--- src/design/plc_regs.svh ---
// Constants of the port LED and low-speed output controller
`ifndef PLC_REGS_SVH
`define PLC_REGS_SVH
`define PLC_CLK_PERIOD_PS 64'd4000
`define PLC_BLINK_UNIT_PS 64'd2500000000
`define PLC_BLINK_UNIT_CYC (`PLC_BLINK_UNIT_PS / `PLC_CLK_PERIOD_PS)
`define PLC_BLINK_MIN_UNITS 8'h01
`define PLC_BLINK_MAX_UNITS 8'hff
`define PLC_PWM_MAX 8'hff
`define PLC_PWM_STEP_CYC 4
`define PLC_LS_OE_RST 8'h00
`define PLC_LS_VAL_RST 8'h55
`define PLC_MAX_PORTS 28
`define PLC_PORTS_PER_DEV 2
`define PLC_LEDS_PER_PORT 4
`define PLC_LS_PER_PORT 4
`define PLC_DEV_ID_W 4
`endif

--- src/design/plc_pkg.sv ---
// Types of the port LED and low-speed output controller
package plc_pkg;
   typedef enum logic [1:0] {
      LED_OFF,
      LED_ON,
      LED_PWM,
      LED_BLINK
   } led_mode_t;

   typedef enum logic [1:0] {
      SCOPE_PORT,
      SCOPE_DEVICE,
      SCOPE_SYSTEM
   } ls_scope_t;

   typedef struct packed {
      led_mode_t mode;
      logic [7:0] intensity;
      logic [7:0] on_time;
      logic [7:0] off_time;
   } led_cfg_t;

   typedef struct packed {
      logic valid;
      logic oe_we;
      logic val_we;
      ls_scope_t scope;
      logic [3:0] dev;
      logic port;
      logic [3:0] oe;
      logic [3:0] val;
   } ls_wr_t;
endpackage : plc_pkg

--- src/design/port_led_and_output_control.sv ---
// LED drivers, blink clock sharing and low-speed outputs of two ports
//
// Function
// - Strap picks serial or SPI host mode
// - Device id lets 14 devices share host
// - Only LED outputs blink or dim
// - LED outputs active low
// - LED pins float in reset, then high
// - Each LED: on, off, PWM or blink
// - Separate blink on/off times, 2.5-637.5 ms
// - 256 intensity levels, 0 off, 255 brightest
// - Intensity resets to zero
// - Blink timing shared by all ports
// - SPI mode: source or take shared clock
// - Chain mode: first sources, others repeat
// - Low-speed outputs can drive static LEDs
// - Low-speed writes: port, device or system
// - Low-speed enables reset to disabled
// - Values reset first 1, second 0
`timescale 1ns/1ps
`include "plc_regs.svh"
module port_led_and_output_control #(
   parameter int UNIT_CYCLES = int'(`PLC_BLINK_UNIT_CYC),
   parameter int PWM_STEP = `PLC_PWM_STEP_CYC,
   parameter int NLED = `PLC_PORTS_PER_DEV * `PLC_LEDS_PER_PORT
) (
   input wire logic sys_clk_i,
   input wire logic rst_n_i,
   input wire logic enable_pin_i,
   input wire logic host_spi_strap_i,
   input wire logic [3:0] dev_id_i,
   input wire logic share_source_i,
   input wire logic chain_first_i,
   input plc_pkg::led_cfg_t led_cfg_i [NLED],
   input plc_pkg::ls_wr_t ls_wr_i,
   input wire logic blink_clock_share_pin_i,
   output logic blink_clock_share_pin_o,
   output logic blink_clock_share_pin_oe_n_o,
   input wire logic chain_clock_input_pin_i,
   output logic chain_clock_output_pin_o,
   output logic [NLED-1:0] led_drive_o,
   output logic [NLED-1:0] led_drive_oe_n_o,
   output logic [7:0] lowspeed_out_o,
   output logic [7:0] lowspeed_out_oe_n_o,
   output logic host_spi_mode_o
);
   import plc_pkg::*;

   localparam int UW = $clog2(UNIT_CYCLES);
   localparam int PW = (PWM_STEP > 1) ? $clog2(PWM_STEP) : 1;

   if (UNIT_CYCLES < 2 || NLED != 8 || PWM_STEP < 1) begin : g_bad_param
      $error("Needs UNIT_CYCLES >= 2, PWM_STEP >= 1 and NLED of 8");
   end

   // Pins from outside: enable, strap, shared clock, chain clock
   logic [3:0] sync1;
   logic [3:0] sync2;
   always_ff @(posedge sys_clk_i or negedge rst_n_i) begin
      if (!rst_n_i) begin
         sync1 <= 4'h0;
         sync2 <= 4'h0;
      end else begin
         sync1 <= {chain_clock_input_pin_i, blink_clock_share_pin_i,
                   host_spi_strap_i, enable_pin_i};
         sync2 <= sync1;
      end
   end

   // Run state, strap capture and external clock edge
   logic run, spi_mode, ext_prev, use_int, ext_clk;
   logic next_run, next_spi_mode, next_ext_prev;
   logic [1:0] strap_age, next_strap_age;
   always_comb begin
      next_run = sync2[0];
      // Strap is read once, on the edge after it has crossed both flops
      next_strap_age = (strap_age == 2'd3) ? strap_age : strap_age + 2'd1;
      next_spi_mode = (strap_age == 2'd2) ? sync2[1] : spi_mode;
      use_int = spi_mode ? share_source_i : chain_first_i;
      ext_clk = spi_mode ? sync2[2] : sync2[3];
      next_ext_prev = ext_clk;
   end
   always_ff @(posedge sys_clk_i or negedge rst_n_i) begin
      if (!rst_n_i) begin
         run <= 1'b0;
         strap_age <= 2'd0;
         spi_mode <= 1'b0;
         ext_prev <= 1'b0;
      end else begin
         run <= next_run;
         strap_age <= next_strap_age;
         spi_mode <= next_spi_mode;
         ext_prev <= next_ext_prev;
      end
   end
   assign host_spi_mode_o = spi_mode;

   // Internal LED clock: one period per 2.5 ms blink unit
   logic [UW-1:0] unit_cnt, next_unit_cnt;
   logic int_wrap, int_clk, tick;
   always_comb begin
      int_wrap = (unit_cnt == UW'(UNIT_CYCLES - 1));
      int_clk = (unit_cnt < UW'(UNIT_CYCLES / 2));
      next_unit_cnt = (!run || int_wrap) ? '0 : unit_cnt + 1'b1;
      // One time base for every LED keeps both ports in step
      tick = run && (use_int ? int_wrap : (ext_clk && !ext_prev));
   end
   always_ff @(posedge sys_clk_i or negedge rst_n_i) begin
      if (!rst_n_i) begin
         unit_cnt <= '0;
      end else begin
         unit_cnt <= next_unit_cnt;
      end
   end

   // Clock sharing pins
   logic share_out, share_oe_n, chain_out;
   logic next_share_out, next_share_oe_n, next_chain_out;
   always_comb begin
      next_share_out = int_clk;
      next_share_oe_n = !(run && spi_mode && share_source_i);
      if (!run || spi_mode) begin
         next_chain_out = 1'b0;
      end else if (chain_first_i) begin
         next_chain_out = int_clk;
      end else begin
         // Repeated clock lags the input by the two synchroniser flops plus the output flop
         next_chain_out = sync2[3];
      end
   end
   always_ff @(posedge sys_clk_i or negedge rst_n_i) begin
      if (!rst_n_i) begin
         share_out <= 1'b0;
         share_oe_n <= 1'b1;
         chain_out <= 1'b0;
      end else begin
         share_out <= next_share_out;
         share_oe_n <= next_share_oe_n;
         chain_out <= next_chain_out;
      end
   end
   assign blink_clock_share_pin_o = share_out;
   assign blink_clock_share_pin_oe_n_o = share_oe_n;
   assign chain_clock_output_pin_o = chain_out;

   // PWM time base
   logic [PW-1:0] step_cnt, next_step_cnt;
   logic [7:0] pwm_cnt, next_pwm_cnt;
   logic step;
   always_comb begin
      step = (step_cnt == PW'(PWM_STEP - 1));
      next_step_cnt = step ? '0 : step_cnt + 1'b1;
      next_pwm_cnt = step ? pwm_cnt + 8'h01 : pwm_cnt;
   end
   always_ff @(posedge sys_clk_i or negedge rst_n_i) begin
      if (!rst_n_i) begin
         step_cnt <= '0;
         pwm_cnt <= 8'h00;
      end else begin
         step_cnt <= next_step_cnt;
         pwm_cnt <= next_pwm_cnt;
      end
   end

   // Per LED blink phase and unit count
   logic [NLED-1:0] phase_on;
   logic [7:0] blink_cnt [NLED];
   logic [NLED-1:0] pwm_on;
   genvar gi;
   for (gi = 0; gi < NLED; gi++) begin : g_led
      logic next_phase;
      logic [7:0] next_cnt;
      logic [7:0] limit;
      always_comb begin
         limit = phase_on[gi] ? led_cfg_i[gi].on_time
                              : led_cfg_i[gi].off_time;
         // A zero time acts as the one-unit minimum
         if (limit < `PLC_BLINK_MIN_UNITS) begin
            limit = `PLC_BLINK_MIN_UNITS;
         end
         next_phase = phase_on[gi];
         next_cnt = blink_cnt[gi];
         if (!run || led_cfg_i[gi].mode != LED_BLINK) begin
            next_phase = 1'b1;
            next_cnt = 8'h00;
         end else if (tick) begin
            if (blink_cnt[gi] + 8'h01 >= limit) begin
               next_phase = !phase_on[gi];
               next_cnt = 8'h00;
            end else begin
               next_cnt = blink_cnt[gi] + 8'h01;
            end
         end
         // 0 never lights, 255 lights 255 of 256 slots
         pwm_on[gi] = led_cfg_i[gi].intensity > pwm_cnt;
      end
      always_ff @(posedge sys_clk_i or negedge rst_n_i) begin
         if (!rst_n_i) begin
            phase_on[gi] <= 1'b1;
            blink_cnt[gi] <= 8'h00;
         end else begin
            phase_on[gi] <= next_phase;
            blink_cnt[gi] <= next_cnt;
         end
      end
   end

   // LED drive pins, low means lit
   logic [NLED-1:0] led_drive, led_oe_n;
   logic [NLED-1:0] next_led_drive, next_led_oe_n;
   always_comb begin
      next_led_oe_n = {NLED{!run}};
      for (int i = 0; i < NLED; i++) begin
         unique case (led_cfg_i[i].mode)
            LED_ON: next_led_drive[i] = 1'b0;
            LED_OFF: next_led_drive[i] = 1'b1;
            LED_PWM: next_led_drive[i] = !pwm_on[i];
            LED_BLINK: next_led_drive[i] =
               !(phase_on[i] && pwm_on[i]);
         endcase
         if (!run) begin
            next_led_drive[i] = 1'b1;
         end
      end
   end
   always_ff @(posedge sys_clk_i or negedge rst_n_i) begin
      if (!rst_n_i) begin
         led_drive <= {NLED{1'b1}};
         led_oe_n <= {NLED{1'b1}};
      end else begin
         led_drive <= next_led_drive;
         led_oe_n <= next_led_oe_n;
      end
   end
   assign led_drive_o = led_drive;
   assign led_drive_oe_n_o = led_oe_n;

   // Low-speed outputs: static levels only
   function automatic logic ls_hit(ls_wr_t w, logic [3:0] id, logic p);
      return w.valid && (w.scope == SCOPE_SYSTEM ||
             (w.dev == id && (w.scope == SCOPE_DEVICE || w.port == p)));
   endfunction : ls_hit

   logic [7:0] ls_oe, ls_val;
   logic [7:0] next_ls_oe, next_ls_val;
   always_comb begin
      next_ls_oe = ls_oe;
      next_ls_val = ls_val;
      if (!run) begin
         next_ls_oe = `PLC_LS_OE_RST;
         next_ls_val = `PLC_LS_VAL_RST;
      end else begin
         for (int p = 0; p < 2; p++) begin
            if (ls_hit(ls_wr_i, dev_id_i, 1'(p))) begin
               if (ls_wr_i.oe_we) begin
                  next_ls_oe[p*4 +: 4] = ls_wr_i.oe;
               end
               if (ls_wr_i.val_we) begin
                  next_ls_val[p*4 +: 4] = ls_wr_i.val;
               end
            end
         end
      end
   end
   always_ff @(posedge sys_clk_i or negedge rst_n_i) begin
      if (!rst_n_i) begin
         ls_oe <= `PLC_LS_OE_RST;
         ls_val <= `PLC_LS_VAL_RST;
      end else begin
         ls_oe <= next_ls_oe;
         ls_val <= next_ls_val;
      end
   end
   // Value and enable apply together on a write; values first is safest
   assign lowspeed_out_o = ls_val;
   assign lowspeed_out_oe_n_o = ~ls_oe;
endmodule : port_led_and_output_control

--- config.mk ---
export PLATFORM = sky130hd
export DESIGN_NAME = port_led_and_output_control
export DESIGN_NICKNAME = d
export VERILOG_FILES = /design/src/design/plc_pkg.sv /design/src/design/port_led_and_output_control.sv
export VERILOG_INCLUDE_DIRS = /design/src /design/src/design
export SDC_FILE = /design/constraint.sdc
export NUM_CORES = 1
export LEC_CHECK = 0
export BUFFER_PORTS_ARGS = -buffer_cell sky130_fd_sc_hd__buf_4
export CORE_MARGIN = 2
export CORE_UTILIZATION = 49
export DETAILED_ROUTE_END_ITERATION = 7
export MAX_ROUTING_LAYER = met4
export PLACE_DENSITY = 0.82
export SLEW_MARGIN = 20
export SYNTH_ARGS = -nofsm -noshare
export SYNTH_HDL_FRONTEND = slang
export SYNTH_SLANG_ARGS = --single-unit
--- constraint.sdc ---
create_clock -name sys_clk_i -period 2.75 [get_ports sys_clk_i]
set_input_delay 0.275 -clock sys_clk_i [delete_from_list [all_inputs] [get_ports sys_clk_i]]
set_output_delay 0.275 -clock sys_clk_i [all_outputs]
set_load 0.02 [all_outputs]
==> metrics.md <==
| Metric | Value |
|---|---|
| Run status | `finished, final reports clean` |
| PD cells | `378.8 nW/um2` |
| Post-DR wirelength/cell | `17.89 um` |
| Final worst path period share | `0.9868` |
| Most used flip-flop cell after synthesis | `sky130_fd_sc_hd__dfrtp_1` |
| Wire length on met1 | `12.73 mm` |
| Syn_nets | `1,472` |
| Horizontal die dimension | `151.9 um` |
| Cell-by-cell listing of the critical path | `and3_1, nand3_1, xnor2_1, ha_1, a2111oi_1, o21a_1, o31ai_4, buf_4, and4_1, a21oi_1` |
| Clock buffer depth | `2` |
| WP data arrival | `3.07 ns` |
| Biggest fanout along the worst timing path | `5` |
| Overall die area | `23,080 um2` |
| First-pass GRT wire length | `47.62 mm` |
| First-iteration detailed-routing DRC count | `572` |
| Type of element launching the critical path | `register` |
| CP Capture Type | `register` |
| Post-layout instance area | `14,190 um2` |
| Proportion of netlist area held by the largest area contributor | `0.2824` |
| Hold violation count in the final report | `0` |
| Post-detailed-placement half-perimeter wirelength | `22.95 mm` |
| Share of post-route cells with drive strength above 1 | `0.3010` |
| Number of antenna violations at the first check in global routing | `2` |
| Gate count after technology mapping | `1,093` |
| Worst min-delay path category | `input port to register` |
| Number of buffers added by the clock tree synthesis step | `17` |
| Routed met3 length | `1.630 mm` |
| Post-placement cell count | `1,634` |
| Maximum clock skew at final layout | `0.009710 ns` |
| Vias post-DR | `9,849` |
| Final setup viols | `0` |
| Post-Place Worst Slack | `-0.003699 ns` |
| Sum Neg Setup Slack | `0 ns` |
| Number of distinct standard cells referenced by the synthesized netlist | `68` |
| Most common library cells after synthesis | `141 x sky130_fd_sc_hd__ha_1, 121 x sky130_fd_sc_hd__dfrtp_1, 77 x sky130_fd_sc_hd__mux2i_1` |
| H-tree levels | `4` |
| Vias in the first global route | `9,782` |
| Number of primary I/O pins | `274` |
| Final Net Count | `1,778` |
| Max-slew violation total from the final report | `0` |
| Ys Warns | `0` |
| Pin count of the biggest net entering global routing | `60` |
| Length of routed met2 wiring | `14.98 mm` |
| Max cap viols | `0` |
| Die height | `151.9 um` |
| Number of synthesized register bits | `143` |
| Sequential cell area fraction in the yosys report | `0.3363` |
| Final period demand of the worst path | `2.714 ns` |
| Total of buffers placed on input and output ports | `273` |
| Layout Area Growth over Synthesis | `32.36%` |
| Clock transition at the registers of the reported paths | `0.07 ns` |
| Remaining antenna violation count | `0` |
| RePlAce Congestion | `0.8916` |
| Clock latency of the later-clocked register in the worst-skew pair | `0.43 ns` |
| CTS root buffer | `sky130_fd_sc_hd__clkbuf_16` |
| Remaining DRCs | `0` |
| Max transition margin | `0.5599` |
| Row count | `54` |
| Initial core utilization | `0.4959` |
| Per-instance average area after synthesis | `9.810 um2` |
| Most instantiated library cell after synthesis | `sky130_fd_sc_hd__ha_1` |
| All-layer global routing usage | `0.2591` |
| Num Clock Sinks | `143` |
| Post-Route WL | `30.30 mm` |
| Non-filler instance count after layout | `1,694` |
| Endpoint required time on the critical path | `3.10 ns` |
| Peak clock frequency supported by timing | `0.3685 GHz` |
| Highest layer used for signal routing | `met4` |
| Pleak | `7.177 nW` |
| Detailed-routing iteration count for the pre-antenna-repair pass | `5` |
| Top post-synthesis cells by area | `sky130_fd_sc_hd__dfrtp_1 28%, sky130_fd_sc_hd__ha_1 16%, sky130_fd_sc_hd__mux2i_1 7.2%` |
| Final WS setup | `0.03625 ns` |
| Core box area | `21,620 um2` |
| Share of synthesized registers carrying an async set or reset | `1.000` |
| Critical Path Max Stage Delay | `0.48 ns` |
| Placed cell areas | `13,140 um2` |
| Unrepaired setup endpoints after global routing | `yes` |
| Reg-to-reg slack, setup | `0.04 ns` |
| Slowest-stage cell, CP | `sky130_fd_sc_hd__a2111oi_1` |
| Overflow after GRT | `0` |
| Cell taking the most area after synthesis | `sky130_fd_sc_hd__dfrtp_1` |
| Clock tree from TritonCTS | `built` |
| Vias per cell | `5.814` |
| Number of enable-type register cells in the synthesized netlist | `0` |
| Mapped cell area | `10,720 um2` |
| Transition time at the pin with the least slew margin | `0.6584 ns` |
| Worst vdd ir | `355.3 uV` |
| Type of the worst setup path | `register to register` |
[critical path: cells and delay by family, from the launching register on]
family,cells,cell delay (ns)
compound gates,4,0.94
simple gates,3,0.53
flops,1,0.45
fa+ha+maj,1,0.36
xor+xnor,1,0.19
buf+inv,1,0.18
[routing by layer]
metal	up-vias	track usage
met2	339	0.4314
met4	0	0.09924
met5	-	-
li1	4728	-
met1	4718	0.3135
met3	64	0.04763
[flip-flops by register name, summed over array words and instances (netlist names), 2 cells and up]
signal	cells
blink_cnt	64
led_drive_o	8
lowspeed_out_o	8
ls_oe	8
phase_on	8
pwm_cnt	8
step_cnt	2
strap_age	2
sync1	4
sync2	4
unit_cnt	20
[kinds of logic (layout without fill, tap and decap cells)]
family / after synthesis / count (layout) / share of synthesized area
AOI/OAI and AO/OA: 257 / 257 / 0.1734
xor gates and xnor gates: 73 / 73 / 0.05963
adders and majority gates: 141 / 141 / 0.1645
buffers and inverters: 86 / 405 / 0.03617
DFF: 143 / 143 / 0.3363
muxes: 88 / 88 / 0.08378
other: 0 / 2 / 0
and+or+nand+nor: 305 / 305 / 0.1462
[layout by cell type (no fill, tap or decap), types with 21 or more instances in the layout]
cell type                 count
sky130_fd_sc_hd__mux2i_1     63
sky130_fd_sc_hd__buf_4      305
sky130_fd_sc_hd__inv_1       53
sky130_fd_sc_hd__dfstp_2     21
sky130_fd_sc_hd__nand2_1     64
sky130_fd_sc_hd__nand3_1     71
sky130_fd_sc_hd__ha_1       140
sky130_fd_sc_hd__o21ai_0     30
sky130_fd_sc_hd__nor2_1      65
sky130_fd_sc_hd__a21oi_1     38
sky130_fd_sc_hd__a22o_1      37
sky130_fd_sc_hd__xor2_1      27
sky130_fd_sc_hd__xnor2_1     46
sky130_fd_sc_hd__o21a_1      21
sky130_fd_sc_hd__dfrtp_1    117
[layout make-up]
type	count	area (um2)
inverter	53	198.9
timing repair buffer	320	2452
clock inverter	14	132.6
antenna	2	5.005
clock buffer	18	429.2
fill	1701	7428
multi-input combinational	864	7009
sequential	143	3615
tap	280	350.3
[where the power goes]
| group | leakage (nW) | total, mW | internal, mW | switching, mW |
|---|---|---|---|---|
| Sequential | 1.85 | 2.20 | 2.16 | 0.0405 |
| Clock | 0.268 | 2.23 | 1.26 | 0.968 |
| Combinational | 5.06 | 0.951 | 0.497 | 0.454 |
| Total | 7.18 | 5.38 | 3.91 | 1.46 |
[final timing paths]
path | start | endpoint | depth (start not counted)
worst min-delay path | led_cfg_i[25] | led_drive_o[7] | 2
worst min register to register | sync1[1] | sync2[1] | 0
worst max-delay path | blink_cnt[24] | phase_on[4] | 10
worst max register to register | blink_cnt[24] | phase_on[4] | 10
min in group asynchronous | rst_n_i | sync1[1] | 2
max in group asynchronous | rst_n_i | phase_on[6] | 3
[what timing repair did]
item                                    in CTS  in global routing
endpoints found under the setup margin       2                 45
hold endpoints to repair                    54                  0
pin swaps                                    0                  6
resized for setup                            3                 62
hold buffers                                 6                  0
buffers inserted                             2                 18
[per-stage QoR]
stage               total power [mW]  hold slack, ns  utilization
floorplan                      2.635        -0.02059            -
global placement               3.083          0.2874       0.6078
detailed placement             3.109          0.2865       0.6078
CTS                            5.357         0.03802       0.6383
global route                   5.605         0.05016       0.6564
finish                         5.376         0.05596       0.6564
(Power assumes the default switching activity.)
